--- config.mk ---
export PLATFORM = sky130hd
export DESIGN_NAME = supervisor_watchdog
export DESIGN_NICKNAME = d
export VERILOG_FILES = /design/src/rtl/supervisor_pkg.sv /design/src/rtl/supervisor_watchdog.sv /design/src/rtl/pin_sync3.sv
export VERILOG_INCLUDE_DIRS = /design/src /design/src/rtl
export SDC_FILE = /design/constraint.sdc
export NUM_CORES = 1
export LEC_CHECK = 0
export BUFFER_PORTS_ARGS = -buffer_cell sky130_fd_sc_hd__buf_2
export CORE_MARGIN = 2
export CORE_UTILIZATION = 55
export CTS_CLUSTER_SIZE = 30
export DETAILED_ROUTE_END_ITERATION = 12
export GPL_TIMING_DRIVEN = 0
export MAX_ROUTING_LAYER = met4
export PLACE_DENSITY = 0.76
export RECOVER_POWER = 100
export SLEW_MARGIN = 20
export SYNTH_ARGS = -nofsm -noshare
export SYNTH_HDL_FRONTEND = slang
export SYNTH_HIERARCHICAL = 1
export SYNTH_SLANG_ARGS = --single-unit
export TNS_END_PERCENT = 30
--- constraint.sdc ---
create_clock -name clk -period 2.6 [get_ports clk]
set_input_delay 0.13 -clock clk [delete_from_list [all_inputs] [get_ports clk]]
set_output_delay 0.13 -clock clk [all_outputs]
set_load 0.1 [all_outputs]
--- src/rtl/supervisor_consts.svh ---
// timing, encoding and reset constants of the supply and watchdog supervisor
`ifndef SUPERVISOR_CONSTS_SVH
`define SUPERVISOR_CONSTS_SVH

// ==========================================================================
// clock rate
// ==========================================================================
`define CLK_KHZ          250000

// ==========================================================================
// times in milliseconds
// ==========================================================================
`define RESET_MIN_MS     250
`define WDT_LOW_MS       150
`define WDT_OPEN_MS      600
`define WDT_HIGH_MS      1200
`define WDT_HIGH_MIN_MS  400
`define WDT_HIGH_MAX_MS  2000
`define DEBOUNCE_MS      10

// ==========================================================================
// times in clock cycles (least times, exact at this clock rate)
// ==========================================================================
`define RESET_MIN_CYC    (`RESET_MIN_MS * `CLK_KHZ)
`define WDT_LOW_CYC      (`WDT_LOW_MS * `CLK_KHZ)
`define WDT_OPEN_CYC     (`WDT_OPEN_MS * `CLK_KHZ)
`define WDT_HIGH_CYC     (`WDT_HIGH_MS * `CLK_KHZ)
`define WDT_HIGH_MIN_CYC (`WDT_HIGH_MIN_MS * `CLK_KHZ)
`define WDT_HIGH_MAX_CYC (`WDT_HIGH_MAX_MS * `CLK_KHZ)
`define DEBOUNCE_CYC     (`DEBOUNCE_MS * `CLK_KHZ)

// ==========================================================================
// timeout select codes and synchroniser reset values
// ==========================================================================
`define TSEL_LOW         2'b00
`define TSEL_OPEN        2'b01
`define TSEL_HIGH        2'b11
`define SYNC_RST_VAL     6'h38
`define CNT_WIDTH        29

`endif

--- src/rtl/supervisor_pkg.sv ---
// types shared by the supply and watchdog supervisor
`default_nettype none
package supervisor_pkg;
    // supervisor state: holding reset, or processor running
    typedef enum logic {
        st_hold,
        st_run
    } state_t;

    // decoded three-level timeout select
    typedef logic [1:0] tsel_t;
endpackage : supervisor_pkg
`default_nettype wire

--- src/rtl/supervisor_watchdog.sv ---
// supply, pushbutton and watchdog reset supervisor
`include "supervisor_consts.svh"
`default_nettype none
module supervisor_watchdog #(
    parameter int CNT_W           = `CNT_WIDTH,
    parameter int RESET_CYCLES    = `RESET_MIN_CYC,
    parameter int WDT_LOW_CYCLES  = `WDT_LOW_CYC,
    parameter int WDT_OPEN_CYCLES = `WDT_OPEN_CYC,
    parameter int WDT_HIGH_CYCLES = `WDT_HIGH_CYC,
    parameter int DEBOUNCE_CYCLES = `DEBOUNCE_CYC
) (
    input  wire logic                  clk,
    input  wire logic                  reset,
    input  wire logic                  clk_en,
    input  wire logic                  supply_low,
    input  wire logic                  tolerance_select,
    input  wire logic                  manual_reset_n,
    input  wire logic                  strobe_n,
    input  wire supervisor_pkg::tsel_t timeout_select,
    output var  logic                  trip_level_low,
    output var  logic                  reset_active,
    input  wire logic                  reset_n_in,
    output var  logic                  reset_n_out,
    output var  logic                  reset_n_drive_n,
    output var  logic                  reset_n_seen
);
    import supervisor_pkg::*;

    // ======================================================================
    // elaboration checks
    // ======================================================================
    if (CNT_W < 2 || CNT_W > 30) begin : g_bad_width
        $error("counter width out of range");
    end
    if (RESET_CYCLES < 1 || RESET_CYCLES >= (1 << CNT_W)) begin : g_bad_rst
        $error("reset interval does not fit the counter");
    end
    if (WDT_LOW_CYCLES < 1 || WDT_OPEN_CYCLES < 1 ||
        WDT_HIGH_CYCLES < 1) begin : g_bad_wdt_zero
        $error("watchdog period must be at least one cycle");
    end
    // a strobe spends several cycles in its pin stages before it counts
    if (WDT_LOW_CYCLES < 8 || WDT_OPEN_CYCLES < 8 ||
        WDT_HIGH_CYCLES < 8) begin : g_bad_wdt_short
        $error("watchdog period shorter than the strobe pin latency");
    end
    if (WDT_HIGH_CYCLES >= (1 << CNT_W) ||
        WDT_OPEN_CYCLES >= (1 << CNT_W) ||
        WDT_LOW_CYCLES >= (1 << CNT_W)) begin : g_bad_wdt_fit
        $error("watchdog period does not fit the counter");
    end
    if (DEBOUNCE_CYCLES < 1 ||
        DEBOUNCE_CYCLES >= (1 << CNT_W)) begin : g_bad_deb
        $error("debounce time does not fit the counter");
    end

    // ======================================================================
    // declarations
    // ======================================================================
    logic [5:0]       pins_raw;
    logic [5:0]       pins_s;
    logic             supply_low_s;
    logic             button_n_s;
    logic             strobe_n_s;
    logic             tol_s;
    tsel_t            tsel_s;
    logic             wire_level_s;

    logic             btn_stable_q;
    logic             btn_stable_d;
    logic [CNT_W-1:0] deb_cnt_q;
    logic [CNT_W-1:0] deb_cnt_d;

    logic             strobe_prev_q;
    logic             strobe_prev_d;
    logic             strobe_fall;

    state_t           state_q;
    state_t           state_d;
    logic [CNT_W-1:0] hold_cnt_q;
    logic [CNT_W-1:0] hold_cnt_d;
    logic [CNT_W-1:0] wd_cnt_q;
    logic [CNT_W-1:0] wd_cnt_d;
    logic             wd_expire;
    logic [CNT_W-1:0] wd_limit;
    logic             cause_level;

    logic             reset_q;
    logic             reset_d;
    logic             trip_low_q;
    logic             trip_low_d;
    logic             pin_seen_q;
    logic             pin_seen_d;

    // ======================================================================
    // helpers
    // ======================================================================
    // terminal count for the selected watchdog period
    function automatic logic [CNT_W-1:0] period_of(input tsel_t sel);
        logic [CNT_W-1:0] lim;
        lim = CNT_W'(WDT_OPEN_CYCLES);
        if (sel == `TSEL_LOW) begin
            lim = CNT_W'(WDT_LOW_CYCLES);
        end else if (sel == `TSEL_HIGH) begin
            lim = CNT_W'(WDT_HIGH_CYCLES);
        end
        return lim;
    endfunction

    // counter step, saturating at the top
    function automatic logic [CNT_W-1:0] bump(input logic [CNT_W-1:0] v);
        return (&v) ? v : CNT_W'(v + 1'b1);
    endfunction

    // true on the last cycle of an n-cycle count
    function automatic logic reached(input logic [CNT_W-1:0] v,
                                     input logic [CNT_W-1:0] n);
        return v >= n - 1'b1;
    endfunction

    // ======================================================================
    // pin synchronisers
    // ======================================================================
    // all pins come from outside the clock domain
    assign pins_raw = {supply_low, manual_reset_n, strobe_n,
                       tolerance_select, timeout_select};

    pin_sync3 #(
        .WIDTH   (6),
        .RST_VAL (`SYNC_RST_VAL)
    ) u_sync (
        .clk       (clk),
        .reset     (reset),
        .clk_en    (clk_en),
        .pin_in    (pins_raw),
        .level_out (pins_s)
    );

    assign supply_low_s = pins_s[5];
    assign button_n_s   = pins_s[4];
    assign strobe_n_s   = pins_s[3];
    assign tol_s        = pins_s[2];
    assign tsel_s       = pins_s[1:0];

    // the reset wire may be pulled low by other parts of the board
    pin_sync3 #(
        .WIDTH   (1),
        .RST_VAL (1'b0)
    ) u_wire_sync (
        .clk       (clk),
        .reset     (reset),
        .clk_en    (clk_en),
        .pin_in    (reset_n_in),
        .level_out (wire_level_s)
    );

    // ======================================================================
    // pushbutton debounce
    // ======================================================================
    // level must hold a full debounce time before it is accepted
    always_comb begin
        btn_stable_d = btn_stable_q;
        deb_cnt_d    = '0;
        if (button_n_s != btn_stable_q) begin
            if (reached(deb_cnt_q, CNT_W'(DEBOUNCE_CYCLES))) begin
                btn_stable_d = button_n_s;
            end else begin
                deb_cnt_d = bump(deb_cnt_q);
            end
        end
    end

    always_ff @(posedge clk or posedge reset) begin
        if (reset) begin
            btn_stable_q <= 1'b1;
            deb_cnt_q    <= '0;
        end else if (clk_en) begin
            btn_stable_q <= btn_stable_d;
            deb_cnt_q    <= deb_cnt_d;
        end
    end

    // ======================================================================
    // strobe edge detect
    // ======================================================================
    // only a high-to-low change counts, steady levels do nothing
    assign strobe_prev_d = strobe_n_s;
    assign strobe_fall   = strobe_prev_q & ~strobe_n_s;

    always_ff @(posedge clk or posedge reset) begin
        if (reset) begin
            strobe_prev_q <= 1'b1;
        end else if (clk_en) begin
            strobe_prev_q <= strobe_prev_d;
        end
    end

    // ======================================================================
    // reset causes and watchdog expiry
    // ======================================================================
    // held causes: supply fault, or button still pressed
    assign cause_level = supply_low_s | ~btn_stable_q;
    assign wd_limit    = period_of(tsel_s);
    assign wd_expire   = (state_q == st_run) && !strobe_fall &&
                         reached(wd_cnt_q, wd_limit);

    // ======================================================================
    // supervisor state machine
    // ======================================================================
    // hold counter restarts on every cause, watchdog runs only in st_run
    always_comb begin
        state_d    = state_q;
        hold_cnt_d = hold_cnt_q;
        wd_cnt_d   = '0;
        case (state_q)
            st_hold: begin
                if (cause_level) begin
                    hold_cnt_d = '0;
                end else if (reached(hold_cnt_q, CNT_W'(RESET_CYCLES))) begin
                    state_d    = st_run;
                    hold_cnt_d = '0;
                end else begin
                    hold_cnt_d = bump(hold_cnt_q);
                end
            end
            st_run: begin
                if (cause_level || wd_expire) begin
                    state_d    = st_hold;
                    hold_cnt_d = '0;
                end else if (strobe_fall) begin
                    wd_cnt_d = '0;
                end else begin
                    wd_cnt_d = bump(wd_cnt_q);
                end
            end
            default: begin
                state_d    = st_hold;
                hold_cnt_d = '0;
            end
        endcase
    end

    always_ff @(posedge clk or posedge reset) begin
        if (reset) begin
            state_q    <= st_hold;
            hold_cnt_q <= '0;
            wd_cnt_q   <= '0;
        end else if (clk_en) begin
            state_q    <= state_d;
            hold_cnt_q <= hold_cnt_d;
            wd_cnt_q   <= wd_cnt_d;
        end
    end

    // ======================================================================
    // output registers
    // ======================================================================
    // reset follows the next state so both pins move together
    always_comb begin
        reset_d    = (state_d == st_hold);
        trip_low_d = tol_s;
        pin_seen_d = wire_level_s;
    end

    always_ff @(posedge clk or posedge reset) begin
        if (reset) begin
            reset_q    <= 1'b1;
            trip_low_q <= 1'b0;
            pin_seen_q <= 1'b0;
        end else if (clk_en) begin
            reset_q    <= reset_d;
            trip_low_q <= trip_low_d;
            pin_seen_q <= pin_seen_d;
        end
    end

    // ======================================================================
    // pins
    // ======================================================================
    // open drain: pull low while reset, otherwise float
    assign reset_active    = reset_q;
    assign reset_n_out     = 1'b0;
    assign reset_n_drive_n = ~reset_q;
    assign reset_n_seen    = pin_seen_q;
    assign trip_level_low  = trip_low_q;
endmodule // supervisor_watchdog
`default_nettype wire

--- src/rtl/pin_sync3.sv ---
// three-stage pin synchroniser with agreement filter
`default_nettype none
module pin_sync3 #(
    parameter int               WIDTH   = 1,
    parameter logic [WIDTH-1:0] RST_VAL = '0
) (
    input  wire logic             clk,
    input  wire logic             reset,
    input  wire logic             clk_en,
    input  wire logic [WIDTH-1:0] pin_in,
    output var  logic [WIDTH-1:0] level_out
);
    logic [WIDTH-1:0] s1_q;
    logic [WIDTH-1:0] s2_q;
    logic [WIDTH-1:0] s3_q;
    logic [WIDTH-1:0] lvl_q;
    logic [WIDTH-1:0] lvl_d;

    // ======================================================================
    // filter: a bit changes only once stages two and three agree
    // ======================================================================
    always_comb begin
        for (int i = 0; i < WIDTH; i++) begin
            lvl_d[i] = (s2_q[i] == s3_q[i]) ? s2_q[i] : lvl_q[i];
        end
    end

    // stage flops, first stage feeds only the second
    always_ff @(posedge clk or posedge reset) begin
        if (reset) begin
            s1_q  <= RST_VAL;
            s2_q  <= RST_VAL;
            s3_q  <= RST_VAL;
            lvl_q <= RST_VAL;
        end else if (clk_en) begin
            s1_q  <= pin_in;
            s2_q  <= s1_q;
            s3_q  <= s2_q;
            lvl_q <= lvl_d;
        end
    end

    assign level_out = lvl_q;
endmodule // pin_sync3
`default_nettype wire

==> results by group <==
Timing
  – Final worst path period need: 2.99 ns
  – Final slew viol count: 0
  – Hold Violations, Final: 0
  – Max Freq: 334 MHz
  – Worst Max-Slew Pin Slew: 1.01 ns
  – Tcrit/Tclk final: 115%
  – RSZ-0062 raised after global routing: yes
  – Rel. slew slack: between 30% and 40%
  – Setup ws final: -0.393 ns
  – Post-route setup TNS: -15.51 ns
  – Clk_skew: 0.0105 ns
  – Endpoints failing setup: 60

Critical path
  – WP data arrival: between 3 and 4 ns
  – Crit path max fanout: 6
  – Reg2Reg Depth: 12
  – Critical path's largest stage delay: between 0.4 and 0.5 ns
  – Cell family with most CP delay: compound AO/OA/AOI/OAI gates
  – Crit. path cell count: 12
  – Slowest cell on the critical path: dfrtp_2
  – CP Launch Type: flip-flop
  – Critical-path cell list: ha_2, inv_2, buf_4, ha_1, a211oi_2, nor2_2, o311ai_4, nand3_2, or2_4, buf_8, buf_12, o31ai_1
  – Worst Path Required: between 2 and 3 ns
  – Bufs and invs on worst path: 4
  – Setup CP Type: flip-flop to flip-flop
  – Crit end category: flip-flop

Synthesis
  – Avg Cell Area, Syn: roughly 9.7 sq um
  – #FFs+latches synth: between 100 and 150
  – Top FF cell, synth: dfrtp_1
  – Top cells by area, synth: dfrtp_1 (39%), dfstp_2 (5.8%), ha_1 (5.4%), o21ai_0 (4.1%), mux2_2 (3.8%)
  – Share of the synthesized area in the top cell type: 39.3%
  – Sequential cell area fraction in the yosys report: a little under half
  – Yosys cell types: 67
  – Syn. warnings: 6
  – Area leader, netlist: dfrtp_1
  – Cells after Synth: around 690
  – Number of synthesized flops with an enable pin: 0
  – Async SR Flop Fraction: 100%
  – Cell Area, Synth: roughly 6700 sq um

Placement
  – HPWL Detailed: 10.5 mm
  – Port buffer count: 13
  – Placed Cells incl. Taps: roughly 860
  – Placed cell areas: between 7000 and 8000 sq um
  – RD Place Congestion: between 0.8 and 0.9
  – Dpl ws: -0.665 ns

Detailed routing
  – Post-route ant nets: 0
  – Drt total wl: roughly 18 mm
  – DR WL/cell: ~19 microns
  – Via density: roughly 6.5
  – Pre-antenna DRT Iters: 5
  – DRC viols: 0
  – 1st-iter DRT viols: approximately 640
  – Routed via count: approximately 6.0k

Finish
  – Share of cells above drive strength 1: between 20% and 30%
  – # diodes: 0
  – Finished Layout Cells: 918
  – Nets@finish: 797
  – Final instance area: between 8000 and 9000 sq um
  – Area grow syn2layout: 24.9%

Clock network
  – Clock latency on the worst-skew pair: about 0.42 ns
  – H-Tree Depth: 4
  – Num CTS Buffers: 17
  – CTS Root Cell: clkbuf_16
  – CTS Buffer Depth: 2
  – CTS clk-pin slew, worst paths: around 0.060 ns
  – CTS tree: done
  – Clock Sinks: 121

GRT
  – Total track usage: between 20% and 30%
  – First-pass GRT wire length: about 27 mm
  – Grt ovf: 0
  – Initial antenna violation count: 0
  – Vias in the first global route: 5,592
  – Pin count of the biggest net entering global routing: 74

Power and ir drop
  – Worst vdd ir: 734 uV
  – Pwr dens: around 660 nW/um^2
  – Leakage power total: 3.64 nW

Die
  – Initial Util: between 50% and 60%
  – Core area: 12,000 sq um
  – # rows: 40
  – Die extent in y: roughly 110 microns
  – Num ports: 15
  – Die area: around 13,000 sq um
  – Chip width: 115 microns

Run status
  – Outcome: finished, violations left
  – Failing checks: negative setup slack

Hold path
  – Tightest Hold Check Type: primary input to flip-flop
  – Hold depth: 3

Job
  – Max cap viols: 0
==> routing by layer <==
metal  wire length, microns  vias to the layer above  part of all wire (%)  GRT usage [%]
met5                      0                        -                     0              -
met4                    323                        0                   1.8           10.3
met3                    763                       37                   4.3           5.54
met2                   8760                      219                    50           41.1
met1                   7720                     2986                    44           35.9
li1                       -                     2724                     -              -
==> power by group <==
| part | switching [W] | leakage (nW) | internal, W |
|---|---|---|---|
| clock network | 0.000899 | 0.269 | 0.00127 |
| registers | 0.000136 | 1.59 | 0.00205 |
| logic | 0.000702 | 1.78 | 0.000485 |
| total | 0.00174 | 3.64 | 0.00381 |
==> tightest hold or removal path, cell delays in order <==
cell and delay (ns):
buf_2 0.18, nand2_1 0.07, o21ai_0 0.07
==> cell usage after synthesis, types with 3 or more instances <==
| library cell | count |
|---|---|
| dfstp_2 | 15 |
| buf_6 | 3 |
| and2_1 | 8 |
| and3_1 | 23 |
| o21ai_0 | 55 |
| nor4_2 | 3 |
| o211ai_1 | 8 |
| mux2_2 | 23 |
| clkbuf_1 | 8 |
| buf_4 | 3 |
| nor4_1 | 8 |
| nand2_1 | 49 |
| buf_2 | 11 |
| xnor2_1 | 6 |
| nor2b_1 | 9 |
| a31oi_1 | 8 |
| inv_1 | 23 |
| a41oi_1 | 4 |
| or2_1 | 3 |
| o41ai_1 | 5 |
| o31ai_1 | 33 |
| or4_1 | 5 |
| a22o_1 | 5 |
| nor2_1 | 54 |
| xor2_1 | 5 |
| nand4_1 | 13 |
| nand3_1 | 51 |
| dfrtp_1 | 106 |
| o2bb2ai_1 | 8 |
| a21oi_1 | 18 |
| ha_1 | 29 |
| a21o_1 | 8 |
| nand2b_1 | 19 |
| nor3_1 | 14 |
| mux2i_1 | 4 |
| and4_1 | 10 |
==> layout make-up <==
cell class                      count  area [sq um]
Buffer                             25           198
Sequential cell                   121          3050
Inverter                           24           101
Multi-Input combinational cell    524          3960
Fill cell                         815          3590
Clock inverter                     13          96.3
Tap cell                          147           184
Timing Repair Buffer               45           379
Clock buffer                       19           453
==> placed cells by master, fill, tap and decap left out, drive strengths merged, types with 23 or more instances in the layout <==
cell,n
and3,23
buf,51
clkbuf,30
dfrtp,106
ha,29
inv,25
mux2,23
nand2,49
nand3,51
nor2,54
o21ai,57
o31ai,34
==> sequential cells by signal, summed over array words and instances, names as in the netlist, 6 cells and up <==
signal            cells
u_sync/level_out      6
wd_cnt_q             29
deb_cnt_q            29
u_sync/s3_q           6
u_sync/s1_q           6
hold_cnt_q           29
u_sync/s2_q           6
==> metrics by stage <==
step,utilization [%],hold WS [ns],total power (W)
2_1_floorplan,-,-0.104,0.00292
6_report,70.1,0.0913,0.00555
4_1_cts,67.2,0.0732,0.00547
5_1_grt,70.1,0.114,0.00577
3_3_place_gp,59.0,0.0274,0.00309
3_5_place_dp,59.3,0.0658,0.00316
==> logic make-up (layout without fill, tap and decap cells) <==
logic type | count (synthesis) | after routing | synth area share [%]
xor gates and xnor gates | 11 | 11 | 1.43
muxes | 27 | 27 | 4.43
DFF | 121 | 121 | 45.2
buffers and inverters | 49 | 126 | 3.43
adders and majority gates | 29 | 29 | 5.38
and+or+nand+nor | 281 | 281 | 22.4
other | 2 | 3 | 0.111
AOI/OAI and AO/OA | 173 | 173 | 17.7
==> final timing paths <==
| path | endpoint | start | slack (ns) |
|---|---|---|---|
| min in group asynchronous | u_wire_sync/s3_q | reset | 0.18 |
| hold reg to reg | hold_cnt_q[26] | hold_cnt_q[26] | 0.49 |
| hold / removal | u_wire_sync/s2_q | clk_en | 0.09 |
| max in group asynchronous | wd_cnt_q[19] | reset | 0.63 |
| setup reg to reg | wd_cnt_q[18] | u_sync/level_out[1] | -0.39 |
| setup / recovery | wd_cnt_q[18] | u_sync/level_out[1] | -0.39 |
==> what timing repair did <==
item / in CTS / in global routing
pin swaps: 24 / 13
hold buffers: 8 / 0
resized for setup: 65 / 57
setup buffers: 13 / 7
hold endpoints to repair: 44 / 0
setup endpoints to repair: 60 / 63
cloned: 1 / 2
Power figures use the tool's default switching activity.
